**src/core/c2fs_cfg.svh**
```systemverilog
`ifndef C2FS_CFG_SVH
`define C2FS_CFG_SVH

// Field widths
`define C2FS_CREDIT_W 16
`define C2FS_LEN_W 12
`define C2FS_RETRY_W 4
`define C2FS_ID_W 24
`define C2FS_XID_W 16
`define C2FS_SEQID_W 8
`define C2FS_CNT_W 16
`define C2FS_RSN_W 8

// Reset values
`define C2FS_CREDIT_RST 16'h0000
`define C2FS_CNT_RST 16'h0000
`define C2FS_RETRY_RST 4'h0

// Reason codes placed in ack, port busy and reject answers
`define C2FS_RSN_NONE 8'h00
`define C2FS_RSN_BUSY 8'h01
`define C2FS_RSN_NOLOGIN 8'h03
`define C2FS_RSN_DELIM 8'h05

`endif

```
**src/core/c2fs_pkg.sv**
```systemverilog
`include "c2fs_cfg.svh"

package c2fs_pkg;

    typedef enum logic [2:0] {
        C2FS_SOF_I2 = 3'h0,
        C2FS_SOF_N2 = 3'h1,
        C2FS_SOF_I3 = 3'h2,
        C2FS_SOF_N3 = 3'h3,
        C2FS_SOF_BAD = 3'h7
    } c2fs_sof_t;

    typedef enum logic [1:0] {
        C2FS_EOF_N = 2'h0,
        C2FS_EOF_T = 2'h1,
        C2FS_EOF_BAD = 2'h3
    } c2fs_eof_t;

    typedef enum logic [2:0] {
        C2FS_K_DATA = 3'h0,
        C2FS_K_NOP = 3'h1,
        C2FS_K_ACK = 3'h2,
        C2FS_K_PBSY = 3'h3,
        C2FS_K_FBSY = 3'h4,
        C2FS_K_PRJT = 3'h5,
        C2FS_K_FRJT = 3'h6
    } c2fs_kind_t;

    typedef enum logic [1:0] {
        C2FS_S_IDLE = 2'b00,
        C2FS_S_PUSH = 2'b01,
        C2FS_S_WAIT = 2'b10
    } c2fs_state_t;

    typedef struct packed {
        c2fs_kind_t kind;
        c2fs_sof_t sof;
        c2fs_eof_t eof;
        logic [`C2FS_ID_W-1:0] d_id;
        logic [`C2FS_ID_W-1:0] s_id;
        logic [`C2FS_XID_W-1:0] ox_id;
        logic [`C2FS_XID_W-1:0] rx_id;
        logic [`C2FS_SEQID_W-1:0] seq_id;
        logic [`C2FS_CNT_W-1:0] seq_cnt;
        logic pref;
        logic [`C2FS_LEN_W-1:0] len;
        logic [`C2FS_RSN_W-1:0] reason;
    } c2fs_hdr_t;

    typedef struct packed {
        logic nop;
        logic first;
        logic last;
        logic pref;
        logic [`C2FS_ID_W-1:0] d_id;
        logic [`C2FS_ID_W-1:0] s_id;
        logic [`C2FS_XID_W-1:0] ox_id;
        logic [`C2FS_XID_W-1:0] rx_id;
        logic [`C2FS_SEQID_W-1:0] seq_id;
        logic [`C2FS_LEN_W-1:0] len;
    } c2fs_req_t;

endpackage : c2fs_pkg

```
**src/core/c2fs_credit.sv**
```systemverilog
`timescale 1ns/1ps
`default_nettype none
`include "c2fs_cfg.svh"

module c2fs_credit
    import c2fs_pkg::*;
(
    input wire logic clk_i,
    input wire logic rst_n_i,
    input wire logic load_i,
    input wire logic [`C2FS_CREDIT_W-1:0] init_i,
    input wire logic take_i,
    input wire logic give_i,
    output logic avail_o
);

    logic [`C2FS_CREDIT_W-1:0] cnt_r;
    logic [`C2FS_CREDIT_W-1:0] cnt_nxt;
    wire logic at_max = &cnt_r;

    assign avail_o = |cnt_r;

    // Give is held at the top so a stray return cannot wrap to zero
    always_comb begin
        cnt_nxt = cnt_r;
        if (load_i) begin
            cnt_nxt = init_i;
        end else if (take_i && !give_i) begin
            cnt_nxt = cnt_r - `C2FS_CREDIT_W'(1);
        end else if (give_i && !take_i && !at_max) begin
            cnt_nxt = cnt_r + `C2FS_CREDIT_W'(1);
        end
    end

    always_ff @(posedge clk_i or negedge rst_n_i) begin
        if (!rst_n_i) begin
            cnt_r <= `C2FS_CREDIT_RST;
        end else begin
            cnt_r <= cnt_nxt;
        end
    end

endmodule : c2fs_credit

`default_nettype wire

```
**src/core/c2fs_skid.sv**
```systemverilog
`timescale 1ns/1ps
`default_nettype none

module c2fs_skid
    import c2fs_pkg::*;
(
    input wire logic clk_i,
    input wire logic rst_n_i,
    input wire logic in_valid_i,
    input wire c2fs_hdr_t in_data_i,
    output logic in_ready_o,
    output logic out_valid_o,
    output c2fs_hdr_t out_data_o,
    input wire logic out_ready_i
);

    logic out_vld_r;
    c2fs_hdr_t out_r;
    logic sp_vld_r;
    c2fs_hdr_t sp_r;
    wire logic load_out = !out_vld_r || out_ready_i;
    wire logic push = in_valid_i && !sp_vld_r;

    assign in_ready_o = !sp_vld_r;
    assign out_valid_o = out_vld_r;
    assign out_data_o = out_r;

    // Spare entry catches the word that arrives while the receiver stalls
    always_ff @(posedge clk_i or negedge rst_n_i) begin
        if (!rst_n_i) begin
            out_vld_r <= 1'b0;
            out_r <= '0;
            sp_vld_r <= 1'b0;
            sp_r <= '0;
        end else if (load_out) begin
            out_vld_r <= sp_vld_r || push;
            out_r <= sp_vld_r ? sp_r : in_data_i;
            sp_vld_r <= 1'b0;
        end else if (push) begin
            sp_vld_r <= 1'b1;
            sp_r <= in_data_i;
        end
    end

endmodule : c2fs_skid

`default_nettype wire

```
**src/core/c2fs_top.sv**
```systemverilog
`timescale 1ns/1ps
`default_nettype none
`include "c2fs_cfg.svh"

module c2fs_top
    import c2fs_pkg::*;
(
    input wire logic CLK_I,
    input wire logic RST_N_I,
    input wire logic REQ_VALID_I,
    input wire c2fs_req_t REQ_I,
    output logic REQ_READY_O,
    output logic TX_VALID_O,
    output c2fs_hdr_t TX_HDR_O,
    input wire logic TX_READY_I,
    input wire logic RX_VALID_I,
    input wire c2fs_hdr_t RX_HDR_I,
    input wire logic RX_CRC_OK_I,
    input wire logic RX_BUSY_I,
    output logic RX_READY_O,
    input wire logic RRDY_I,
    output logic RRDY_O,
    input wire logic LOGIN_DONE_I,
    input wire logic [`C2FS_CREDIT_W-1:0] BB_CREDIT_I,
    input wire logic [`C2FS_CREDIT_W-1:0] EE_CREDIT_I,
    input wire logic [`C2FS_LEN_W-1:0] BB_RX_SIZE_I,
    input wire logic [`C2FS_LEN_W-1:0] RX_SIZE_I,
    input wire logic [`C2FS_RETRY_W-1:0] RETRY_MAX_I,
    output logic RX_DELIVER_O,
    output logic RX_SEQ_OPEN_O,
    output logic TX_SEQ_OPEN_O,
    output logic TX_DONE_O,
    output logic TX_FAIL_O,
    output logic OVERSIZE_O
);

    function automatic logic [`C2FS_LEN_W-1:0] min_len(input logic [`C2FS_LEN_W-1:0] a,
                                                        input logic [`C2FS_LEN_W-1:0] b);
        min_len = (a < b) ? a : b;
    endfunction : min_len

    function automatic logic is_class2(input c2fs_sof_t s);
        is_class2 = (s == C2FS_SOF_I2) || (s == C2FS_SOF_N2);
    endfunction : is_class2

    c2fs_state_t state_r;
    c2fs_state_t state_nxt;
    c2fs_hdr_t hdr_r;
    c2fs_hdr_t resp_r;
    c2fs_hdr_t resp_nxt;
    c2fs_hdr_t skid_in;
    logic resp_vld_r;
    logic login_r;
    logic req_ready_r;
    logic rx_ready_r;
    logic rrdy_r;
    logic deliver_r;
    logic rx_open_r;
    logic tx_open_r;
    logic done_r;
    logic fail_r;
    logic oversize_r;
    logic [`C2FS_CNT_W-1:0] seq_cnt_r;
    logic [`C2FS_RETRY_W-1:0] retry_r;
    logic skid_rdy;
    logic bb_avail;
    logic ee_avail;

    // Request side decode
    wire logic req_take = REQ_VALID_I && req_ready_r;
    wire logic [`C2FS_LEN_W-1:0] cap_len = min_len(BB_RX_SIZE_I, RX_SIZE_I);
    wire logic [`C2FS_LEN_W-1:0] req_len = REQ_I.nop ? '0 : REQ_I.len;
    wire logic req_big = req_len > cap_len;
    wire logic new_seq = REQ_I.first || !tx_open_r;
    wire logic [`C2FS_CNT_W-1:0] cnt_next = new_seq ? '0 : `C2FS_CNT_W'(seq_cnt_r + 16'h1);
    wire logic login_rise = LOGIN_DONE_I && !login_r;

    // Receive side decode
    wire logic rx_take = RX_VALID_I && rx_ready_r;
    wire c2fs_kind_t rk = RX_HDR_I.kind;
    wire logic rx_c2 = is_class2(RX_HDR_I.sof);
    wire logic rx_c3 = (RX_HDR_I.sof == C2FS_SOF_I3) || (RX_HDR_I.sof == C2FS_SOF_N3);
    wire logic rx_bad = !rx_c2 && !rx_c3;
    wire logic rx_frame = (rk == C2FS_K_DATA) || (rk == C2FS_K_NOP);
    wire logic rx_answer = rx_take && !rx_c3 && rx_frame && RX_CRC_OK_I;
    wire logic rx_ok = rx_answer && rx_c2 && login_r && !RX_BUSY_I;
    wire logic rx_lc = rx_take && rx_c2 && !rx_frame && RX_CRC_OK_I;
    wire logic rsp_match = rx_lc && (state_r == C2FS_S_WAIT)
                           && (RX_HDR_I.ox_id == hdr_r.ox_id)
                           && (RX_HDR_I.seq_id == hdr_r.seq_id)
                           && (RX_HDR_I.seq_cnt == hdr_r.seq_cnt);
    wire logic rsp_ack = rsp_match && (rk == C2FS_K_ACK);
    wire logic rsp_bsy = rsp_match && ((rk == C2FS_K_PBSY) || (rk == C2FS_K_FBSY));
    wire logic rsp_rjt = rsp_match && ((rk == C2FS_K_PRJT) || (rk == C2FS_K_FRJT));
    wire logic can_retry = retry_r < RETRY_MAX_I;

    // Transmit arbitration; answers to the far end go first
    wire logic push_resp = resp_vld_r && skid_rdy && bb_avail;
    wire logic push_data = (state_r == C2FS_S_PUSH) && !resp_vld_r && skid_rdy
                           && bb_avail && ee_avail && login_r;

    always_comb begin
        resp_nxt = resp_r;
        resp_nxt.d_id = RX_HDR_I.s_id;
        resp_nxt.s_id = RX_HDR_I.d_id;
        resp_nxt.ox_id = RX_HDR_I.ox_id;
        resp_nxt.rx_id = RX_HDR_I.rx_id;
        resp_nxt.seq_id = RX_HDR_I.seq_id;
        resp_nxt.seq_cnt = RX_HDR_I.seq_cnt;
        resp_nxt.pref = RX_HDR_I.pref;
        resp_nxt.len = '0;
        resp_nxt.sof = C2FS_SOF_N2;
        resp_nxt.eof = (RX_HDR_I.eof == C2FS_EOF_T) ? C2FS_EOF_T : C2FS_EOF_N;
        resp_nxt.kind = C2FS_K_ACK;
        resp_nxt.reason = `C2FS_RSN_NONE;
        if (rx_bad) begin
            resp_nxt.kind = C2FS_K_PRJT;
            resp_nxt.eof = C2FS_EOF_N;
            resp_nxt.reason = `C2FS_RSN_DELIM;
        end else if (!login_r) begin
            resp_nxt.kind = C2FS_K_PRJT;
            resp_nxt.eof = C2FS_EOF_N;
            resp_nxt.reason = `C2FS_RSN_NOLOGIN;
        end else if (RX_BUSY_I) begin
            resp_nxt.kind = C2FS_K_PBSY;
            resp_nxt.eof = C2FS_EOF_N;
            resp_nxt.reason = `C2FS_RSN_BUSY;
        end
    end

    assign skid_in = push_resp ? resp_r : hdr_r;

    always_comb begin
        state_nxt = state_r;
        unique case (state_r)
            C2FS_S_IDLE: begin
                if (req_take && !req_big) begin
                    state_nxt = C2FS_S_PUSH;
                end
            end
            C2FS_S_PUSH: begin
                if (push_data) begin
                    state_nxt = C2FS_S_WAIT;
                end
            end
            C2FS_S_WAIT: begin
                if (rsp_ack || rsp_rjt || (rsp_bsy && !can_retry)) begin
                    state_nxt = C2FS_S_IDLE;
                end else if (rsp_bsy) begin
                    state_nxt = C2FS_S_PUSH;
                end
            end
            default: begin
                state_nxt = C2FS_S_IDLE;
            end
        endcase
    end

    always_ff @(posedge CLK_I or negedge RST_N_I) begin
        if (!RST_N_I) begin
            state_r <= C2FS_S_IDLE;
            req_ready_r <= 1'b0;
            login_r <= 1'b0;
        end else begin
            state_r <= state_nxt;
            req_ready_r <= (state_nxt == C2FS_S_IDLE) && !req_take;
            login_r <= LOGIN_DONE_I;
        end
    end

    // Outgoing frame header build
    always_ff @(posedge CLK_I or negedge RST_N_I) begin
        if (!RST_N_I) begin
            hdr_r <= '0;
            seq_cnt_r <= `C2FS_CNT_RST;
            tx_open_r <= 1'b0;
        end else if (req_take && !req_big) begin
            hdr_r.kind <= REQ_I.nop ? C2FS_K_NOP : C2FS_K_DATA;
            hdr_r.sof <= new_seq ? C2FS_SOF_I2 : C2FS_SOF_N2;
            hdr_r.eof <= REQ_I.last ? C2FS_EOF_T : C2FS_EOF_N;
            hdr_r.d_id <= REQ_I.d_id;
            hdr_r.s_id <= REQ_I.s_id;
            hdr_r.ox_id <= REQ_I.ox_id;
            hdr_r.rx_id <= REQ_I.rx_id;
            hdr_r.seq_id <= REQ_I.seq_id;
            hdr_r.seq_cnt <= cnt_next;
            hdr_r.pref <= REQ_I.pref;
            hdr_r.len <= req_len;
            hdr_r.reason <= `C2FS_RSN_NONE;
            seq_cnt_r <= cnt_next;
            tx_open_r <= !REQ_I.last;
        end
    end

    // Answer buffer and receive bookkeeping
    always_ff @(posedge CLK_I or negedge RST_N_I) begin
        if (!RST_N_I) begin
            resp_vld_r <= 1'b0;
            resp_r <= '0;
            rx_ready_r <= 1'b0;
            rrdy_r <= 1'b0;
            deliver_r <= 1'b0;
            rx_open_r <= 1'b0;
        end else begin
            if (rx_answer) begin
                resp_vld_r <= 1'b1;
                resp_r <= resp_nxt;
            end else if (push_resp) begin
                resp_vld_r <= 1'b0;
            end
            rx_ready_r <= !(rx_answer || (resp_vld_r && !push_resp));
            rrdy_r <= rx_take;
            deliver_r <= rx_ok && (rk == C2FS_K_DATA);
            if (rx_ok && (RX_HDR_I.eof == C2FS_EOF_T)) begin
                rx_open_r <= 1'b0;
            end else if (rx_ok && (RX_HDR_I.sof == C2FS_SOF_I2)) begin
                rx_open_r <= 1'b1;
            end
        end
    end

    // Retry count and status pulses
    always_ff @(posedge CLK_I or negedge RST_N_I) begin
        if (!RST_N_I) begin
            retry_r <= `C2FS_RETRY_RST;
            done_r <= 1'b0;
            fail_r <= 1'b0;
            oversize_r <= 1'b0;
        end else begin
            if (req_take) begin
                retry_r <= `C2FS_RETRY_RST;
            end else if (rsp_bsy && can_retry) begin
                retry_r <= retry_r + `C2FS_RETRY_W'(1);
            end
            done_r <= rsp_ack;
            fail_r <= rsp_rjt || (rsp_bsy && !can_retry);
            oversize_r <= req_take && req_big;
        end
    end

    c2fs_credit u_bb_credit (
        .clk_i(CLK_I),
        .rst_n_i(RST_N_I),
        .load_i(login_rise),
        .init_i(BB_CREDIT_I),
        .take_i(push_resp || push_data),
        .give_i(RRDY_I),
        .avail_o(bb_avail)
    );

    c2fs_credit u_ee_credit (
        .clk_i(CLK_I),
        .rst_n_i(RST_N_I),
        .load_i(login_rise),
        .init_i(EE_CREDIT_I),
        .take_i(push_data),
        .give_i(rsp_match),
        .avail_o(ee_avail)
    );

    c2fs_skid u_skid (
        .clk_i(CLK_I),
        .rst_n_i(RST_N_I),
        .in_valid_i(push_resp || push_data),
        .in_data_i(skid_in),
        .in_ready_o(skid_rdy),
        .out_valid_o(TX_VALID_O),
        .out_data_o(TX_HDR_O),
        .out_ready_i(TX_READY_I)
    );

    assign REQ_READY_O = req_ready_r;
    assign RX_READY_O = rx_ready_r;
    assign RRDY_O = rrdy_r;
    assign RX_DELIVER_O = deliver_r;
    assign RX_SEQ_OPEN_O = rx_open_r;
    assign TX_SEQ_OPEN_O = tx_open_r;
    assign TX_DONE_O = done_r;
    assign TX_FAIL_O = fail_r;
    assign OVERSIZE_O = oversize_r;
endmodule : c2fs_top

`default_nettype wire

```
**config.mk**
```make
export PLATFORM = sky130hd
export DESIGN_NAME = c2fs_top
export DESIGN_NICKNAME = d
export VERILOG_FILES = /design/src/core/c2fs_pkg.sv /design/src/core/c2fs_credit.sv /design/src/core/c2fs_skid.sv /design/src/core/c2fs_top.sv
export VERILOG_INCLUDE_DIRS = /design/src /design/src/core
export SDC_FILE = /design/constraint.sdc
export NUM_CORES = 1
export LEC_CHECK = 0
export BUFFER_PORTS_ARGS = -buffer_cell sky130_fd_sc_hd__buf_2
export CORE_MARGIN = 3
export CORE_UTILIZATION = 50
export CTS_BUF_LIST = sky130_fd_sc_hd__clkbuf_2 sky130_fd_sc_hd__clkbuf_4 sky130_fd_sc_hd__clkbuf_8
export DETAILED_ROUTE_END_ITERATION = 16
export PLACE_DENSITY = 0.81
export SYNTH_ARGS = -nofsm -noshare
export SYNTH_HDL_FRONTEND = slang
export SYNTH_HIERARCHICAL = 1
export SYNTH_SLANG_ARGS = --single-unit
```
**constraint.sdc**
```tcl
create_clock -name CLK_I -period 4.8 [get_ports CLK_I]
set_clock_uncertainty 0.05 [all_clocks]
set_input_delay 0.96 -clock CLK_I [delete_from_list [all_inputs] [get_ports CLK_I]]
set_output_delay 0.96 -clock CLK_I [all_outputs]
set_load 0.01 [all_outputs]
```
==> results of run 1 <==
-- worst max-delay path, cell delays in order --
cell       delay [ps]
buf_2              90
inv_1              50
ha_1              280
a21o_1            160
a21o_1            170
a2111oi_0         390
buf_4             180
o21a_1            140
and2_1            340
a211oi_1          150
ha_1              310
nand4_1           140
or3_1             470
o22ai_2           150
o22a_1            260
nor2_4             70
buf_12            170
buf_12            160
mux2_1            350
-- through the flow --
step | cell area (um^2) | hold WS, ps | worst slack [ps]
after floorplan | 26900 | 385 | 23.6
after global placement | 29800 | 400 | -429
after global routing | 31800 | 334 | 54.1
final | 31800 | 293 | 227
after CTS | 31600 | 304 | 224
after detailed placement | 29800 | 404 | -448
-- registers in the layout, indices dropped and copies added (netlist names), 2 cells and up --
| name | flops |
|---|---|
| retry_r | 4 |
| u_skid/out_data_o | 133 |
| resp_r | 112 |
| state_r | 2 |
| u_ee_credit/cnt_r | 16 |
| hdr_r | 104 |
| seq_cnt_r | 16 |
| u_skid/sp_r | 133 |
| u_bb_credit/cnt_r | 16 |
-- cell usage after synthesis, types with 26 or more instances --
cell	instances
dfrtp_1	549
mux2_1	130
clkbuf_1	68
ha_1	30
inv_1	27
o21ai_0	57
nand2_1	392
buf_2	37
xnor2_1	57
nand3_1	29
nor2_1	33
mux2_2	486
and2_1	26
-- how the worst min path moves through the flow --
stage | start | to | slack (ps)
5_1_grt | LOGIN_DONE_I | login_r | 330
6_report | RST_N_I | u_skid/out_data_o[52] | 290
4_1_cts | LOGIN_DONE_I | login_r | 300
3_3_place_gp | resp_r[127] | resp_r[127] | 400
3_5_place_dp | resp_r[127] | resp_r[127] | 400
2_1_floorplan | resp_r[127] | resp_r[127] | 380
-- timing repair --
action	in CTS	in global routing
setup buffers	0	1
resized for setup	0	2
endpoints found under the setup margin	0	31
hold endpoints to repair	0	0
-- cells by family (layout without fill, tap and decap cells) --
group | count (synthesis) | after routing | share of synthesized area, %
adders and majority gates | 30 | 30 | 1.40
muxes | 619 | 619 | 26.0
and+or+nand+nor | 634 | 634 | 11.0
other | 1 | 35 | 0.0140
buffers and inverters | 162 | 678 | 3.31
DFF | 549 | 549 | 51.2
xor gates and xnor gates | 70 | 70 | 2.31
AOI/OAI and AO/OA | 195 | 195 | 4.82
-- report_power, final --
part	total, mW	switching (mW)	internal, mW
combinational	1.07	0.538	0.533
sequential	5.18	0.236	4.94
clock	4.24	1.88	2.36
total	10.5	2.65	7.84
-- per-layer routing --
metal | share of wire [%] | track usage (%)
met1 | 41 | 32.0
met2 | 48 | 41.8
met3 | 7.0 | 6.69
met4 | 3.8 | 11.8
met5 | 0.17 | 0
-- cells in the final DEF, fill, tap and decap left out, drive strengths merged, types with 20 or more instances in the layout --
cell type  instances
and2              27
nand3             29
o21ai             66
inv               28
clkbuf           149
nor2b             21
nand4             20
nand2            392
a21oi             27
xnor2             58
nor2              35
dfrtp            549
ha                30
mux2             616
and3              22
buf              490
nor3              24
-- area by class of cell --
| cell class | instances | area, um^2 | share of cell area [%] |
|---|---|---|---|
| inverters | 27 | 101 | 0.319 |
| multi-input cells | 1564 | 12300 | 38.9 |
| well taps | 688 | 861 | 2.71 |
| diodes | 19 | 47.5 | 0.150 |
| clock inverters | 12 | 85.1 | 0.268 |
| clock buffers | 147 | 1800 | 5.66 |
| repair buffers | 492 | 2790 | 8.78 |
| flip-flops and latches | 549 | 13700 | 43.3 |
==> impl_results.md, run 1 <==
* DR vias at 19634
* DR WL/cell at ~21 um
* # port buffers at 428
* Status: complete, no violations
* GR Util All Layers at between 20% and 30%
* Crit path time final at about 4600 ps
* Worst Setup Path Type: input port to register
* Area Overhead vs Synth at 18.3%
* Share of cells above drive strength 1 at between 40% and 50%
* Die area at approximately 57000 um^2
* Total grt overflow at 0
* First-pass GRT wire length at 114000 um
* Pwr dens at about 330 nW/um^2
* Tcrit/Tclk final at a little over nine tenths
* Final core occ at roughly three fifths
* 1st-iter DRT viols at 1336
* Asr flop ratio synth at 100%
* FF-to-FF End: u_ee_credit/cnt_r[14]
* Total negative setup slack at 0 ps
* ANT nets after route at 0
* Drt via density at around 5.6
* Non-Filler Instances at ~3500
* Final setup violating endpoints at 0
* Core area at 52900 um^2
* Critical Path RT at between 5000 and 6000 ps
* Initial antenna violation count at 29
* Post-cts hold buffer count at 0
* # clock sinks at 549
* Critical Path Sink: hdr_r[80]
* Gate Count Post-Synth at roughly 2300
* Num CTS Buffers at 90
* Maximum VDD drop at ~220 uV
* Post-synthesis sequential area ratio at ~50%
* Top FF cell, synth: dfrtp_1
* Worst Tran Pin Value at between 1000 and 1500 ps
* Max-cap check violation count at 0
* Nets at 3060
* Crit path DAT at about 5000 ps
* Final Hold Vio Count at 0
* R2R depth at 14
* Crit Path Max Fanout at 23
* Layout filler cell count at 4212
* Placed cells at ~3300
* Max-slew violations at 0
* Clock transition at the registers of the reported paths at ~60 ps
* Wirelength, routed at between 70000 and 80000 um
* Pin count of the biggest net entering global routing at approximately 130
* RSZ-0062 raised after global routing: false
* Crit path from: RX_SIZE_I[5]
* Ports at between 400 and 500
* CTS tree: built
* Fmax at approximately 0.22 GHz
* Mapped Area at about 27000 um^2
* Main area contributors after synthesis: dfrtp_1 51%, mux2_2 20%, nand2_1 5.5%
* Initial Util at between 50% and 60%
* Crit path capture type: register
* Slew headroom at between 30% and 40%
* Avg Cell Area, Syn at between 10 and 15 um^2
* GPL Wtd Cong at 0.880
* Die Width at between 200 and 250 um
* Clk buf depth at 3
* CTS root buffer: clkbuf_8
* Number of global-route vias before repair at roughly 21000
* Yosys reg bits at 549
* Drc violations at 0
* Die Ht at approximately 240 um
* Leak at between 15 and 20 nW
* Total power at around 10 mW
* Cell accounting for the most synthesized area: dfrtp_1
* H-tree Lvls at 3
* Hpwl dp at between 40000 and 50000 um
* Yosys cell types at 70
* Row count at 84
* Ys Warns at 6
* R2R setup slack at approximately 450 ps
* Worst r2r src: u_ee_credit/cnt_r[9]
* Yosys top cell area share at roughly half
* EDFF count, synth at 0
* Skew-Pair Late Insertion Delay at ~690 ps
* DR pass1 iterations at 7
* Worst setup SP type: input port
* Worst hold path class: input port to async pin
Power figures use the tool's default switching activity.
==> inputs of run 2 (changes only) <==
BUFFER_PORTS_ARGS = -buffer_cell sky130_fd_sc_hd__buf_4   (was -buffer_cell sky130_fd_sc_hd__buf_2)
RECOVER_POWER = 100   (was not set)
==> run 2 against run 1 <==
Effect of this change: the run now ends with max-capacitance violations, max-slew violations left; fmax shrank 0.34%; via count shrank 1.5%; core utilization grew 0.66 points; design area grew 1.1%; register-to-register slack lost 240 ps; critical path depth shrank 10; clock-buffer cell count grew 1; cell count shrank 0.29%; worst setup slack lost 16 ps; combinational power grew 4%; largest cell class unchanged.
==> impl_results.md, run 2 (synthesis results as in run 1) <==
* Status: finished with violations
* Failing checks: max-capacitance violations, max-slew violations
* Crit path capture type: register
* M1 WL at 30400 um (+1.2%)
* DR vias at 19337 (-1.5%)
* Final setup violating endpoints at 0 (unchanged)
* Most common cell after layout, fill and taps aside: dfrtp_1
* Placed cells at 3315 (-0.060%)
* Drt via density at 5.54 (-1.2%)
* Comb pwr share at 10.4% (+0.2 points)
* Initial Util at 50.8% (unchanged)
* Skew-Pair Late Insertion Delay at 660 ps (-30 ps)
* HP Start: LOGIN_DONE_I
* Area Overhead vs Synth at 19.6%
* H-tree Lvls at 3 (unchanged)
* Wirelength, routed at 72600 um (-1.6%)
* Worst r2r src: u_bb_credit/cnt_r[9]
* Max-slew violations at 535 (+535)
* CTS root buffer: clkbuf_8
* Worst Setup Path Type: register to register
* Drc violations at 0 (unchanged)
* Fmax at 0.218 GHz (-0.34%)
* ANT nets after route at 0 (unchanged)
* Worst Tran Pin Value at 2840 ps (+1820 ps)
* Sw Ratio at 25.0% (-0.33 points)
* Pwr dens at 332 nW/um^2 (+0.54%)
* Pin count of the biggest net entering global routing at 134 (unchanged)
* DR pass1 iterations at 6 (-1)
* Worst hold path class: input port to register
* Nets at 3056 (-0.13%)
* Post-CTS Setup Bufs at 0 (unchanged)
* RSZ-0062 raised after global routing: false
* Crit path time final at 4590 ps (+15.7 ps)
* Sequential cell fraction of total power at 48.5% (-0.9 points)
* Total grt overflow at 0 (unchanged)
* First-pass GRT wire length at 114000 um (+0.52%)
* Leak at 16.0 nW (-2.5%)
* Initial antenna violation count at 12 (-59%)
* Crit Path Max Fanout at 59 (+160%)
* GPL Wtd Cong at 0.870 (-1.1%)
* Worst setup margin at 211 ps (-15.7 ps)
* Critical Path RT at 5280 ps (about the same)
* Post-cts sizing count at 0 (unchanged)
* Row count at 84 (unchanged)
* Final Hold Vio Count at 0 (unchanged)
* Post-cts hold buffer count at 0 (unchanged)
* P_sw at 2.66 mW (+0.34%)
* DR WL/cell at 20.8 um (-1.3%)
* # clock sinks at 549 (unchanged)
* Die area at 56500 um^2 (unchanged)
* Pint at 8.00 mW (+2.1%)
* Wire length on met2 at 35000 um (-1.7%)
* Num CTS Buffers at 91 (+1.1%)
* Clock share of power at 41.1% (+0.7 points)
* Top Layer Used: met5
* Worst setup SP type: register
* Pre-CTS setup slack at -402 ps (+45.9 ps)
* Crit path cell chain: or4_4, or4b_1, or3_1, and3_2, clkbuf_4, nand2_1, nand2_1, mux2_2, mux2_2
* Worst path max stage delay at 750 ps (+280 ps)
* CTS tree: built
* 1st-iter DRT viols at 1132 (-15%)
* Ports at 449 (unchanged)
* Clock transition at the registers of the reported paths at 60 ps (about the same)
* Core area at 52900 um^2 (unchanged)
* Die Width at 238 um (unchanged)
* Tcrit/Tclk final at 95.6% (+0.33 points)
* # port buffers at 428 (unchanged)
* Clk buf depth at 3 (unchanged)
* Crit path DAT at 5070 ps (+30 ps)
* Maximum VDD drop at 226 uV (+1.9%)
* Number of global-route vias before repair at 20750 (-0.50%)
* Max-cap check violation count at 7 (+7)
* Hpwl dp at 50400 um (+1.4%)
* Post-DP Area at 30900 um^2 (+3.9%)
* Crit path from: u_bb_credit/cnt_r[9]
* Slowest cell on crit path: and3_2
* Die Ht at 238 um (unchanged)
* Met3 routed WL at 4570 um (-12%)
* Share of cells above drive strength 1 at 36.1% (-5.6 points)
* GR Util All Layers at 25.6% (+0.029 points)
* Non-Filler Instances at 3488 (-0.29%)
* Most frequent cells in the layout: 548 x dfrtp_1, 486 x mux2_2, 392 x nand2_1
* Fin area at 32100 um^2 (+1.1%)
* Slew headroom at -89.2% (-120 points)
## run 2: cell count changes in the layout (fill, tap and decap cells not counted), sizes merged
cell | previous run | this run
bufinv | 0 | 1
clkinvlp | 4 | 2
clkbuf | 149 | 313
inv | 28 | 29
clkinv | 7 | 13
buf | 490 | 322
diode | 19 | 7
## run 2: critical path, delay by kind of cell, from the launching register on
kind / cells / cell delay [ps]
buffers and inverters: 1 / 710
flip-flops: 1 / 440
multiplexers: 2 / 540
AND/OR/NAND/NOR: 6 / 2650
## run 2: routing by layer
layer / up-vias / GRT usage, %
li1: 8847 / -
met1: 9738 / 32.5
met2: 581 / 42.1
met3: 161 / 6.80
met4: 10 / 9.99
met5: - / 0
## run 2: metrics by stage
| step | hold slack [ps] | TNS [ps] | power [mW] | utilization, % |
|---|---|---|---|---|
| after global routing | 340 | 0 | 11.1 | 60.7 |
| after global placement | 403 | -24860 | 6.34 | 58.5 |
| after CTS | 306 | 0 | 10.8 | 62.2 |
| after floorplan | 385 | 0 | 5.81 | - |
| final | 401 | 0 | 10.7 | 60.7 |
| after detailed placement | 402 | -34940 | 6.39 | 58.5 |
## run 2: power by group through the flow
stage / Sequential, mW / Combinational [mW] / Clock (mW)
4_1_cts: 5.17 / 1.15 / 4.49
2_1_floorplan: 5.16 / 0.643 / 0
5_1_grt: 5.21 / 1.22 / 4.70
3_3_place_gp: 5.23 / 1.11 / 0
3_5_place_dp: 5.25 / 1.15 / 0
6_report: 5.17 / 1.11 / 4.38
## run 2: final timing paths
path	depth (start not counted)	endpoint	slack [ps]
max	9	u_skid/out_data_o[124]	210
min	1	login_r	400
max reg2reg	9	u_skid/out_data_o[124]	210
min reg2reg	1	resp_r[127]	420
max in group asynchronous	2	u_skid/sp_r[111]	800
min in group asynchronous	1	u_skid/out_data_o[52]	1170
## run 2: cell type report
cell class / instances / area (um^2)
Clock buffer: 148 / 1840
Clock inverter: 18 / 130
Multi-Input combinational cell: 1564 / 12300
Inverter: 27 / 101
Sequential cell: 549 / 13700
Timing Repair Buffer: 487 / 3150
Tap cell: 688 / 861
Antenna cell: 7 / 17.5
Fill cell: 4237 / 20800
